`src/pkg/pif_pkg.sv`:
```
// Purpose: Constants, types and register map of the peripheral interrupt flag block
// Assumes: APB slave with 32-bit data, one aligned word per register
// Notes: Register offsets are byte addresses
// Summary of operation
// - No peripheral request reaches the core without the global peripheral enable set.
// - Timer-zero overflow sets request bit 5; it stays until software writes zero.
// - Request bit 4 is read-only: one while any per-pin change flag is set.
// - Each pin flags only edges chosen by its rise and fall select bits.
// - Flags set on their condition regardless of any enable bit.
// - Summary flag is the OR of port change flags; clearing all clears it.
// - External pin event sets request bit 0; only a software write clears it.
package pif_pkg;

  localparam int ADDR_W = 12;
  localparam int PIN_N = 8;

  localparam logic [11:0] OFS_ENABLE4 = 12'h000;
  localparam logic [11:0] OFS_REQUEST0 = 12'h004;
  localparam logic [11:0] OFS_CONTROL = 12'h008;
  localparam logic [11:0] OFS_RISE_SEL = 12'h00c;
  localparam logic [11:0] OFS_FALL_SEL = 12'h010;
  localparam logic [11:0] OFS_PORT_FLAGS = 12'h014;
  localparam logic [11:0] OFS_INT_STATUS = 12'h018;
  localparam logic [11:0] OFS_INT_MASK = 12'h01c;

  localparam int REQ_TMR0_BIT = 5;
  localparam int REQ_SUMMARY_BIT = 4;
  localparam int REQ_EXT_BIT = 0;
  localparam int CTL_GLOBAL_BIT = 0;
  localparam int CTL_EXT_RISE_BIT = 1;
  localparam int INT_EXT_BIT = 0;
  localparam int INT_CHG_BIT = 1;
  localparam int INT_TMR0_BIT = 2;

  localparam logic [4:0] EN4_RST = 5'h00;
  localparam logic [1:0] CTL_RST = 2'h2;
  localparam logic [7:0] SEL_RST = 8'h00;
  localparam logic [7:0] FLAGS_RST = 8'h00;
  localparam logic [2:0] INT_RST = 3'h0;

  typedef enum logic [8:0] {
    SEL_NONE = 9'h001,
    SEL_EN4 = 9'h002,
    SEL_REQ0 = 9'h004,
    SEL_CTL = 9'h008,
    SEL_RISE = 9'h010,
    SEL_FALL = 9'h020,
    SEL_FLAGS = 9'h040,
    SEL_STAT = 9'h080,
    SEL_MASK = 9'h100
  } pif_sel_t;

  typedef struct packed {
    logic psel;
    logic penable;
    logic pwrite;
    logic [11:0] paddr;
    logic [31:0] pwdata;
  } pif_apb_req_t;

  typedef struct packed {
    logic pready;
    logic pslverr;
    logic [31:0] prdata;
  } pif_apb_rsp_t;

  typedef struct packed {
    logic timer0Ovf;
    logic timer5OvfReq;
    logic [3:0] capCompReq;
  } pif_evt_t;

  typedef struct packed {
    pif_apb_rsp_t rsp;
    logic [4:0] en4;
    logic [1:0] ctl;
    logic [7:0] riseSel;
    logic [7:0] fallSel;
    logic [7:0] portFlags;
    logic tmr0Flag;
    logic extFlag;
    logic [2:0] intStatus;
    logic [2:0] intMask;
    logic irq;
    logic periphReq;
  } pif_state_t;

endpackage

```
`src/pif_irq_top.sv`:
```
// Purpose: Peripheral interrupt enable and request flags behind an APB slave
// Assumes: Event inputs share clk; pins and external line are asynchronous
// Notes: Flags clear by writing zero; status bits clear by writing one
//
// The APB interface to the registers and the address map were left to the implementer.
`timescale 1ns/1ps
module pif_irq_top (
  // Clock and reset
  input wire logic clk,
  input wire logic srst,
  // Register bus
  input pif_pkg::pif_apb_req_t apbReq,
  output pif_pkg::pif_apb_rsp_t apbRsp,
  // Peripheral events
  input pif_pkg::pif_evt_t evt,
  // Pins
  input wire logic extPin,
  input wire logic [pif_pkg::PIN_N-1:0] pins,
  // Requests to the core
  output logic periphReq,
  output logic irq
);

  pif_pkg::pif_state_t st_r;
  pif_pkg::pif_state_t st_nxt;

  logic [pif_pkg::PIN_N-1:0] pinRise;
  logic [pif_pkg::PIN_N-1:0] pinFall;
  logic [0:0] extRise;
  logic [0:0] extFall;
  logic extEvt;
  logic [7:0] chgSet;
  logic accessPh;
  logic commit;
  pif_pkg::pif_sel_t sel;

  function automatic pif_pkg::pif_sel_t decode(input logic [11:0] addr);
    if (addr == pif_pkg::OFS_ENABLE4) begin
      decode = pif_pkg::SEL_EN4;
    end else if (addr == pif_pkg::OFS_REQUEST0) begin
      decode = pif_pkg::SEL_REQ0;
    end else if (addr == pif_pkg::OFS_CONTROL) begin
      decode = pif_pkg::SEL_CTL;
    end else if (addr == pif_pkg::OFS_RISE_SEL) begin
      decode = pif_pkg::SEL_RISE;
    end else if (addr == pif_pkg::OFS_FALL_SEL) begin
      decode = pif_pkg::SEL_FALL;
    end else if (addr == pif_pkg::OFS_PORT_FLAGS) begin
      decode = pif_pkg::SEL_FLAGS;
    end else if (addr == pif_pkg::OFS_INT_STATUS) begin
      decode = pif_pkg::SEL_STAT;
    end else if (addr == pif_pkg::OFS_INT_MASK) begin
      decode = pif_pkg::SEL_MASK;
    end else begin
      decode = pif_pkg::SEL_NONE;
    end
  endfunction

  function automatic logic [31:0] readMux(input pif_pkg::pif_state_t s,
                                          input pif_pkg::pif_sel_t rs);
    logic [31:0] d;
    d = 32'h0000_0000;
    case (rs)
      pif_pkg::SEL_EN4: begin
        d[4:0] = s.en4;
      end
      pif_pkg::SEL_REQ0: begin
        // Unused bits stay zero
        d[pif_pkg::REQ_TMR0_BIT] = s.tmr0Flag;
        d[pif_pkg::REQ_SUMMARY_BIT] = |s.portFlags;
        d[pif_pkg::REQ_EXT_BIT] = s.extFlag;
      end
      pif_pkg::SEL_CTL: begin
        d[1:0] = s.ctl;
      end
      pif_pkg::SEL_RISE: begin
        d[7:0] = s.riseSel;
      end
      pif_pkg::SEL_FALL: begin
        d[7:0] = s.fallSel;
      end
      pif_pkg::SEL_FLAGS: begin
        d[7:0] = s.portFlags;
      end
      pif_pkg::SEL_STAT: begin
        d[2:0] = s.intStatus;
      end
      pif_pkg::SEL_MASK: begin
        d[2:0] = s.intMask;
      end
      default: begin
        d = 32'h0000_0000;
      end
    endcase
    readMux = d;
  endfunction

  pif_pin_sync #(.W(pif_pkg::PIN_N)) pinSync (
    .clk(clk),
    .srst(srst),
    .pinIn(pins),
    .rise(pinRise),
    .fall(pinFall)
  );

  pif_pin_sync #(.W(1)) extSync (
    .clk(clk),
    .srst(srst),
    .pinIn(extPin),
    .rise(extRise),
    .fall(extFall)
  );

  assign sel = decode(apbReq.paddr);
  assign accessPh = apbReq.psel & apbReq.penable;
  // Writes land only at the edge where pready is sampled high
  assign commit = accessPh & st_r.rsp.pready & apbReq.pwrite & ~st_r.rsp.pslverr;
  assign extEvt = st_r.ctl[pif_pkg::CTL_EXT_RISE_BIT] ? extRise[0] : extFall[0];
  assign chgSet = (pinRise & st_r.riseSel) | (pinFall & st_r.fallSel);

  always_comb begin
    st_nxt = st_r;
    st_nxt.rsp.pready = accessPh & ~st_r.rsp.pready;
    if (accessPh & ~st_r.rsp.pready) begin
      st_nxt.rsp.pslverr = (sel == pif_pkg::SEL_NONE);
      st_nxt.rsp.prdata = apbReq.pwrite ? 32'h0000_0000 : readMux(st_r, sel);
    end
    if (commit) begin
      case (sel)
        pif_pkg::SEL_EN4: begin
          st_nxt.en4 = apbReq.pwdata[4:0];
        end
        pif_pkg::SEL_REQ0: begin
          // Writing zero clears; writing one leaves the flag alone
          st_nxt.tmr0Flag = st_r.tmr0Flag & apbReq.pwdata[pif_pkg::REQ_TMR0_BIT];
          st_nxt.extFlag = st_r.extFlag & apbReq.pwdata[pif_pkg::REQ_EXT_BIT];
        end
        pif_pkg::SEL_CTL: begin
          st_nxt.ctl = apbReq.pwdata[1:0];
        end
        pif_pkg::SEL_RISE: begin
          st_nxt.riseSel = apbReq.pwdata[7:0];
        end
        pif_pkg::SEL_FALL: begin
          st_nxt.fallSel = apbReq.pwdata[7:0];
        end
        pif_pkg::SEL_FLAGS: begin
          st_nxt.portFlags = st_r.portFlags & apbReq.pwdata[7:0];
        end
        pif_pkg::SEL_STAT: begin
          st_nxt.intStatus = st_r.intStatus & ~apbReq.pwdata[2:0];
        end
        pif_pkg::SEL_MASK: begin
          st_nxt.intMask = apbReq.pwdata[2:0];
        end
        default: begin
          st_nxt.intMask = st_r.intMask;
        end
      endcase
    end
    // Hardware sets come last so an event beats a same-cycle clear
    st_nxt.portFlags = st_nxt.portFlags | chgSet;
    st_nxt.tmr0Flag = st_nxt.tmr0Flag | evt.timer0Ovf;
    st_nxt.extFlag = st_nxt.extFlag | extEvt;
    st_nxt.intStatus[pif_pkg::INT_EXT_BIT] = st_nxt.intStatus[pif_pkg::INT_EXT_BIT] | extEvt;
    st_nxt.intStatus[pif_pkg::INT_CHG_BIT] = st_nxt.intStatus[pif_pkg::INT_CHG_BIT] | (|chgSet);
    st_nxt.intStatus[pif_pkg::INT_TMR0_BIT] =
      st_nxt.intStatus[pif_pkg::INT_TMR0_BIT] | evt.timer0Ovf;
    st_nxt.irq = |(st_r.intStatus & st_r.intMask);
    st_nxt.periphReq = st_r.ctl[pif_pkg::CTL_GLOBAL_BIT] &
      (|(st_r.en4 & {evt.timer5OvfReq, evt.capCompReq}));
  end

  always_ff @(posedge clk) begin
    if (srst) begin
      st_r <= '0;
      st_r.en4 <= pif_pkg::EN4_RST;
      st_r.ctl <= pif_pkg::CTL_RST;
      st_r.riseSel <= pif_pkg::SEL_RST;
      st_r.fallSel <= pif_pkg::SEL_RST;
      st_r.portFlags <= pif_pkg::FLAGS_RST;
      st_r.intStatus <= pif_pkg::INT_RST;
      st_r.intMask <= pif_pkg::INT_RST;
    end else begin
      st_r <= st_nxt;
    end
  end

  assign apbRsp = st_r.rsp;
  assign periphReq = st_r.periphReq;
  assign irq = st_r.irq;

  logic readReq0;
  logic wrReq0;
  assign readReq0 = accessPh & ~st_r.rsp.pready & ~apbReq.pwrite &
    (sel == pif_pkg::SEL_REQ0);
  assign wrReq0 = commit & (sel == pif_pkg::SEL_REQ0);
endmodule

```
`src/pif_pin_sync.sv`:
```
// Purpose: Three-stage pin synchroniser with settled-level edge pulses
// Assumes: Pins are asynchronous to clk
// Notes: Agreement in the first four cycles after reset sets the level without an edge
`timescale 1ns/1ps
module pif_pin_sync #(
  parameter int W = 1
) (
  // Clock and reset
  input wire logic clk,
  input wire logic srst,
  // Pins
  input wire logic [W-1:0] pinIn,
  // Edge pulses
  output logic [W-1:0] rise,
  output logic [W-1:0] fall
);

  typedef struct packed {
    logic [W-1:0] s1;
    logic [W-1:0] s2;
    logic [W-1:0] s3;
    logic [W-1:0] lvl;
    logic primed;
    logic [1:0] fill;
    logic [W-1:0] rise;
    logic [W-1:0] fall;
  } pif_sync_state_t;

  pif_sync_state_t st_r;
  pif_sync_state_t st_nxt;

  always_comb begin
    st_nxt = st_r;
    st_nxt.s1 = pinIn;
    st_nxt.s2 = st_r.s1;
    st_nxt.s3 = st_r.s2;
    st_nxt.rise = '0;
    st_nxt.fall = '0;
    for (int i = 0; i < W; i++) begin
      if (st_r.s2[i] == st_r.s3[i]) begin
        st_nxt.lvl[i] = st_r.s3[i];
        st_nxt.rise[i] = st_r.primed & st_r.s3[i] & ~st_r.lvl[i];
        st_nxt.fall[i] = st_r.primed & ~st_r.s3[i] & st_r.lvl[i];
      end
    end
    // Reset zeros agree at once, so count four edges before trusting agreement
    st_nxt.fill = (st_r.fill == 2'h3) ? st_r.fill : st_r.fill + 2'h1;
    st_nxt.primed = st_r.primed | (st_r.fill == 2'h3);
  end

  always_ff @(posedge clk) begin
    if (srst) begin
      st_r <= '0;
    end else begin
      st_r <= st_nxt;
    end
  end

  assign rise = st_r.rise;
  assign fall = st_r.fall;

endmodule
```
`config.mk`:
```
export PLATFORM = sky130hd
export DESIGN_NAME = pif_irq_top
export DESIGN_NICKNAME = d
export VERILOG_FILES = /design/src/pkg/pif_pkg.sv /design/src/pif_irq_top.sv /design/src/pif_pin_sync.sv
export SDC_FILE = /design/constraint.sdc
export NUM_CORES = 1
export LEC_CHECK = 0
export ABC_AREA = 1
export BUFFER_PORTS_ARGS = -buffer_cell sky130_fd_sc_hd__buf_4
export CORE_ASPECT_RATIO = 0.75
export CORE_UTILIZATION = 30
export CTS_BUF_LIST = sky130_fd_sc_hd__clkbuf_8 sky130_fd_sc_hd__clkbuf_16
export CTS_CLUSTER_SIZE = 14
export DETAILED_ROUTE_END_ITERATION = 10
export SLEW_MARGIN = 30
export SYNTH_ARGS = -nofsm -noshare
export SYNTH_HDL_FRONTEND = slang
export SYNTH_SLANG_ARGS = --single-unit
```
`constraint.sdc`:
```
create_clock -name clk -period 2.05 [get_ports clk]
set_clock_uncertainty 0.15 [all_clocks]
set_input_delay 0 -clock clk [delete_from_list [all_inputs] [get_ports clk]]
set_output_delay 0 -clock clk [all_outputs]
set_load 0.1 [all_outputs]
```
==> results_dict.tcl, run 1 <==
set metrics [dict create \
    antenna_found_initial 0 \
    nets 751 \
    netlist_instances 612 \
    num-fill-cells 1636 \
    yosys-top-cells-area "dfxtp_1 (47%), nand2_1 (8.0%), nor2_1 (7.0%), inv_1 (6.4%), buf_4 (5.4%)" \
    cts_buffers 9 \
    synth_most_common_cell "dfxtp_1" \
    antennaDiodeCount 0 \
    routed_wl_mm 10.36 \
    synthMuxAreaShare 0.002117 \
    rsz0062_at_grt "false" \
    vias_per_cell 4.369 \
    p_switching_mw 1.185 \
    cts_sinks 111 \
    wl_per_cell_um 11.57 \
    dp_cells 847 \
    pwr-share-seq 0.508 \
    cap_violations 0 \
    core-area_mm2 0.01532 \
    ios 100 \
    outcome "complete, no violations" \
    synth.distinct_cells 38 \
    detail-route-antenna-nets 0 \
    num_rows 39 \
    max_freq_ghz 0.5153 \
    synth_top_family_by_area "simple AND/OR/NAND/NOR gates" \
    switching_share 0.2688 \
    drc_errors 0 \
    endpoint_kind "flop" \
    grt_max_degree 45 \
    min_period_ns 1.941 \
    overflow 0 \
    synth_top_area_share 0.4700 \
    syn_area_mm2 0.004728 \
    synth_flop_cell "dfxtp_1" \
    fin_area_mm2 0.005789 \
    htreeDepth 3 \
    pre_cts_slack_ns 0.3694 \
    synthXorXnorAreaFrac 0.003705 \
    port_buffers 51 \
    chipWidth_um 147.0 \
    hpwl_mm 7.622 \
    critPathKind "reg2reg" \
    crit_arrival_ns 2.02 \
    fin_ws_ns 0.1093 \
    clockBufferDepth 2 \
    power_density_mw_per_mm2 761.4 \
    synth_adder_area_share 0.005292 \
    yosys_warnings 0 \
    synth_sequential_area_ratio 0.4700 \
    power.share.combinational 0.117 \
    fin_tns_setup_ns 0 \
    syn_avg_cell_area_um2 7.726 \
    place_area_mm2 0.005172 \
    slew_viol_final 0 \
    yosys-top-cells-count "dfxtp_1 (111), nand2_1 (101), nor2_1 (88)" \
    grt_pass1_wl_mm 17.31 \
    clk_pin_slew_ns 0.07 \
    power_frac_clock 0.374 \
    initial_core_util 0.3086 \
    required_ns 2.13 \
    p_leak_nw 2.412 \
    fin_cells 895 \
    insertion_delay_ns 0.34 \
    fin_crit_sh 0.9467 \
    synth_compound_area_frac 0.1310 \
    die_area_mm2 0.01627 \
    track_usage 0.1329 \
    finalSetupViolCount 0 \
    ys_async_sr_fraction 0 \
    start_kind "flop" \
    vdd_drop_max_v 0.0005506 \
    grt_pass1_vias 3630 \
    cts_tree "done" \
    synth-seq-cells 111 \
    die_h_um 110.7 \
    min_path_type "in2reg" \
    routabilityCongestion 0.8391 \
    hold_violations 0 \
    dr.pass1.iters 5 \
    whs_ns 0.05806 \
    cts_root_buf "clkbuf_16" \
    area_growth_pct 22.44 \
    dr.first_iter.drc_count 218 \
    synthSimpleGateAreaFrac 0.2461 \
    drive_gt1_frac 0.1536 \
    yosysTopAreaCell "dfxtp_1" \
    vias 3910 \
    critPathMaxFanout 10 \
    power.internal_mw 3.223 \
    synth_edf_count 0 \
]
## layout by cell type, fill, tap and decap left out, drive strengths merged, types with 10 or more instances in the layout
cell type | netlist | routed
nand2 | 109 | 109
conb | 1 | 24
o21ai | 30 | 30
dfxtp | 111 | 111
nor3 | 11 | 11
clkbuf | 9 | 10
buf | 39 | 55
dlygate4sd3 | 0 | 32
a21oi | 45 | 45
nand3 | 25 | 25
inv | 88 | 91
nor2 | 97 | 97
## layer usage
metal	global-route usage	vias up	part of all wire
met5	0	-	0
li1	-	2042	-
met2	0.2022	87	0.43
met1	0.1899	1776	0.51
met3	0.03333	5	0.057
met4	0.02543	0	0.0042
## registers in the layout, summed over array words and instances, names as in the netlist
signal          cells
pinSync.st_r       19
irq                 1
extSync.st_nxt      2
st_r               39
pinSync.rise        8
extSync.fall        1
periphReq           1
pinSync.fall        8
apbRsp             10
extSync.rise        1
pinSync.st_nxt     16
extSync.st_r        5
## metrics by stage
| stage | power (mW) | util |
|---|---|---|
| global placement | 2.757 | 0.3376 |
| floorplan | 2.682 | - |
| CTS | 4.459 | 0.3769 |
| finish | 4.408 | 0.3778 |
| detailed placement | 2.764 | 0.3376 |
| global route | 4.588 | 0.3778 |
## area by class of cell
| class | instances | area (µm²) | share of cell area |
|---|---|---|---|
| flip-flops and latches | 111 | 2222 | 0.3838 |
| inverters | 90 | 342.8 | 0.05922 |
| multi-input cells | 386 | 1936 | 0.3343 |
| well taps | 205 | 256.5 | 0.04431 |
| clock buffers | 10 | 239.0 | 0.04128 |
| clock inverters | 6 | 43.79 | 0.007564 |
| repair buffers | 87 | 749.5 | 0.1295 |
## final timing paths
| path | start | to | slack (ns) | depth (start not counted) |
|---|---|---|---|---|
| hold / removal | apbReq[46] | st_r[5] | 0.06 | 6 |
| hold reg to reg | pinSync.st_nxt[37] | pinSync.st_nxt[29] | 0.25 | 2 |
| setup / recovery | apbRsp[33] | st_r[7] | 0.11 | 7 |
| setup reg to reg | apbRsp[33] | st_r[7] | 0.11 | 7 |
## critical path, cell delays in order (launching register included)
cell and delay, ns:
dfxtp_1 0.35, inv_1 0.05, nor2_1 0.11, nand3_2 0.11
buf_6 0.17, o31ai_2 0.24, a21oi_1 0.09, dlygate4sd3_1 0.56
## power by group through the flow
stage	combinational, mW	clock [mW]	sequential [mW]
3_5_place_dp	0.472	0	2.29
5_1_grt	0.561	1.78	2.25
3_3_place_gp	0.467	0	2.29
4_1_cts	0.520	1.70	2.24
6_report	0.518	1.65	2.24
2_1_floorplan	0.398	0	2.28
## logic make-up (layout without fill, tap and decap cells)
group,Yosys count,in the layout
and+or+nand+nor,255,255
buffers and inverters,138,193
DFF,111,111
AOI/OAI and AO/OA,102,102
adders and majority gates,2,2
xor gates and xnor gates,2,2
other,1,24
muxes,1,1
## timing repair
action                                 4_1_cts  5_1_grt
setup endpoints to repair                    0        1
gates resized for setup                      0        3
endpoints found under the hold margin       71        0
hold buffers                                32        0
buffers inserted                             0        0
No activity file was read; power rests on OpenSTA's default activity.
==> inputs of run 2 (changes only) <==
--- a/config.mk
+++ b/config.mk
@@ -12,7 +12,9 @@
 export CTS_BUF_LIST = sky130_fd_sc_hd__clkbuf_8 sky130_fd_sc_hd__clkbuf_16
 export CTS_CLUSTER_SIZE = 14
 export DETAILED_ROUTE_END_ITERATION = 10
+export PLACE_DENSITY = 0.5
 export SLEW_MARGIN = 30
 export SYNTH_ARGS = -nofsm -noshare
 export SYNTH_HDL_FRONTEND = slang
+export SYNTH_HIERARCHICAL = 1
 export SYNTH_SLANG_ARGS = --single-unit
==> run 2 against run 1 <==
Net effect: hold slack worse by 0.053 ns; die area is 5.8% higher; critical path depth is 1 higher; register-to-register slack better by 0.03 ns; worst setup slack better by 0.015 ns; combinational power is 3% lower; synthesized area is 5.9% higher; synthesized cell count is 11% higher; clock power is 12% higher.
==> results_dict.tcl, run 2 <==
set metrics [dict create \
    min_period_ns 1.926 \
    max_freq_ghz 0.5193 \
    drc_errors 0 \
    detail-route-antenna-nets 0 \
    multiInputGateArea_mm2 0.002006 \
    antennaDiodeCount 0 \
    drive_gt1_frac 0.1440 \
    track_usage 0.1412 \
    vias_per_cell 4.563 \
    power_density_mw_per_mm2 776.2 \
    synth_top_area_share 0.4438 \
    rrSetupSlack_ns 0.14 \
    crit_chain "dlygate4sd3_1, buf_4, nor2_2, nand2_2, nor2_4, dlygate4sd3_1, nand3_1, a21oi_1" \
    synth-seq-cells 111 \
    dr.first_iter.drc_count 318 \
    slew_viol_final 0 \
    initial_core_util 0.3098 \
    cts_sinks 111 \
    critical_path.startpoint "apbReq[33]" \
    ff_latch_area_mm2 0.002222 \
    cts_root_buf "clkbuf_16" \
    core-area_mm2 0.01617 \
    rsz0062_at_grt "false" \
    power.internal_mw 3.405 \
    cts_setup_buffers 0 \
    vias 4317 \
    area_growth_pct 17.94 \
    wl_per_cell_um 12.25 \
    p_leak_nw 2.484 \
    routed_wl_mm 11.59 \
    cap_violations 0 \
    synth_edf_count 0 \
    hpwl_mm 8.495 \
    clk_pin_slew_ns 0.07 \
    overflow 0 \
    vdd_drop_max_v 0.0004552 \
    power_frac_clock 0.403 \
    grt_pass1_vias 4013 \
    htreeDepth 3 \
    yosys-top-cells-count "nand2_1 (123), dfxtp_1 (111), inv_1 (89)" \
    fin_tns_setup_ns 0 \
    switching_share 0.2572 \
    ys_async_sr_fraction 0 \
    outcome "complete, no violations" \
    final_common_cell "nand2_1" \
    die_h_um 113.9 \
    p_switching_mw 1.179 \
    mostFrequentLayoutCells "nand2_1 (123), dfxtp_1 (111), inv_1 (91)" \
    synth_flop_cell "dfxtp_1" \
    min_path_type "in2reg" \
    netlist_instances 678 \
    cp_common_cell "dlygate4sd3_1" \
    die_area_mm2 0.01722 \
    synth_most_common_cell "nand2_1" \
    nets 797 \
    yosys_warnings 6 \
    cts_buffers 9 \
    required_ns 2.18 \
    grt_pass1_wl_mm 19.00 \
    syn_area_mm2 0.005007 \
    endpoint_kind "flop" \
    grt_max_degree 41 \
    num-fill-cells 1670 \
    synth_sequential_area_ratio 0.4438 \
    tightest_slew_ns 0.7180 \
    fin_area_mm2 0.005906 \
    fin_crit_sh 0.9394 \
    critPathMaxFanout 5 \
    power.share.combinational 0.110 \
    cp_slowest_cell "dlygate4sd3_1" \
    critPathKind "in2reg" \
    num_rows 40 \
    dr.pass1.iters 5 \
    insertion_delay_ns 0.35 \
    fin_cells 946 \
    yosysTopAreaCell "dfxtp_1" \
    regMostFlops "st_r" \
    hold_violations 0 \
    yosys-top-cells-area "dfxtp_1 (44%), nand2_1 (9.2%), buf_4 (7.9%), inv_1 (6.7%), nand3_1 (6.5%)" \
    reg2reg_to "st_r[40]" \
    crit_arrival_ns 2.05 \
    ios 100 \
    clockBufferDepth 2 \
    syn_avg_cell_area_um2 7.385 \
    port_buffers 51 \
    relSlewSlack 0.5208 \
    largest_reg_flops 39 \
    place_area_mm2 0.005316 \
    critPathCapture "st_r[38]" \
    antenna_found_initial 0 \
    timing.rr.start "apbRsp[32]" \
    cts_tree "done" \
    synth.distinct_cells 33 \
    chipWidth_um 151.2 \
    routabilityCongestion 0.9084 \
    start_kind "input pin" \
    finalSetupViolCount 0 \
    reg2reg_depth 7 \
    critPathMaxStageDelay_ns 0.65 \
    dp_cells 903 \
    pwr-share-seq 0.487 \
]
## run 2: cell types whose count changed after synthesis, sizes merged, moves of 4 or more
cell    change
a221oi      -6
buf        +28
clkbuf      -5
inv         +4
nand2      +19
nand3      +41
nor3       -11
nor4        -9
o21ai       +5
## run 2: power groups by stage
stage	combinational, mW	clock, mW	sequential [mW]
3_5_place_dp	0.470	0	2.28
6_report	0.505	1.85	2.23
4_1_cts	0.506	1.91	2.23
2_1_floorplan	0.413	0	2.27
5_1_grt	0.549	1.99	2.24
3_3_place_gp	0.459	0	2.28
## run 2: layer usage
metal  part of all wire  vias up  GRT usage
li1                   -     2156          -
met1               0.48     2009     0.1926
met2               0.44      138     0.2225
met3              0.064       14    0.03320
met4              0.012        0    0.03667
met5                  0        -          0
## run 2: worst min-delay path by stage
stage	start	endpoint	slack (ns)	depth (start not counted)
after floorplan	srst	extSync/st_r[2]	-0.08	1
after global routing	apbReq[32]	st_r[39]	0.03	6
after CTS	apbReq[32]	st_r[39]	0.003	6
final	apbReq[32]	st_r[39]	0.005	6
after global placement	pins[7]	pinSync/st_nxt[42]	0.06	3
after detailed placement	pins[6]	pinSync/st_nxt[41]	0.06	3
## run 2: kinds of logic (layout without fill, tap and decap cells)
logic type | after synthesis | in the layout | share of synthesized area
and+or+nand+nor | 302 | 302 | 0.2661
DFF | 111 | 111 | 0.4438
buffers and inverters | 165 | 200 | 0.1739
adders and majority gates | 2 | 2 | 0.004997
other | 1 | 24 | 0.0007489
muxes | 1 | 1 | 0.001999
AOI/OAI and AO/OA | 96 | 96 | 0.1084
## run 2: worst max-delay path, delay by kind of cell
| kind | cells | cell delay, ns |
|---|---|---|
| simple gates | 4 | 0.58 |
| compound gates | 1 | 0.15 |
| buf+inv | 3 | 1.33 |
## run 2: layout make-up
cell class                 instances  area share
sequential                       111      0.3763
clock buffer                       9     0.03814
tap                              210     0.04449
clock inverter                     7     0.01504
multi-input combinational        425      0.3396
inverter                          94     0.06059
timing repair buffer              90      0.1258
## run 2: stage by stage
step	power [mW]	hold WS (ns)	setup WS (ns)	util
floorplan	2.679	-0.08093	0.6846	-
global placement	2.739	0.05910	0.3913	0.3289
detailed placement	2.753	0.06223	0.3598	0.3289
CTS	4.647	0.003386	0.1062	0.3650
global route	4.783	0.02764	0.004502	0.3653
finish	4.584	0.004567	0.1242	0.3653
## run 2: timing repair
item | CTS | global route
resized for setup | 0 | 1
setup endpoints to repair | 0 | 5
endpoints found under the hold margin | 57 | 0
hold buffers | 27 | 0
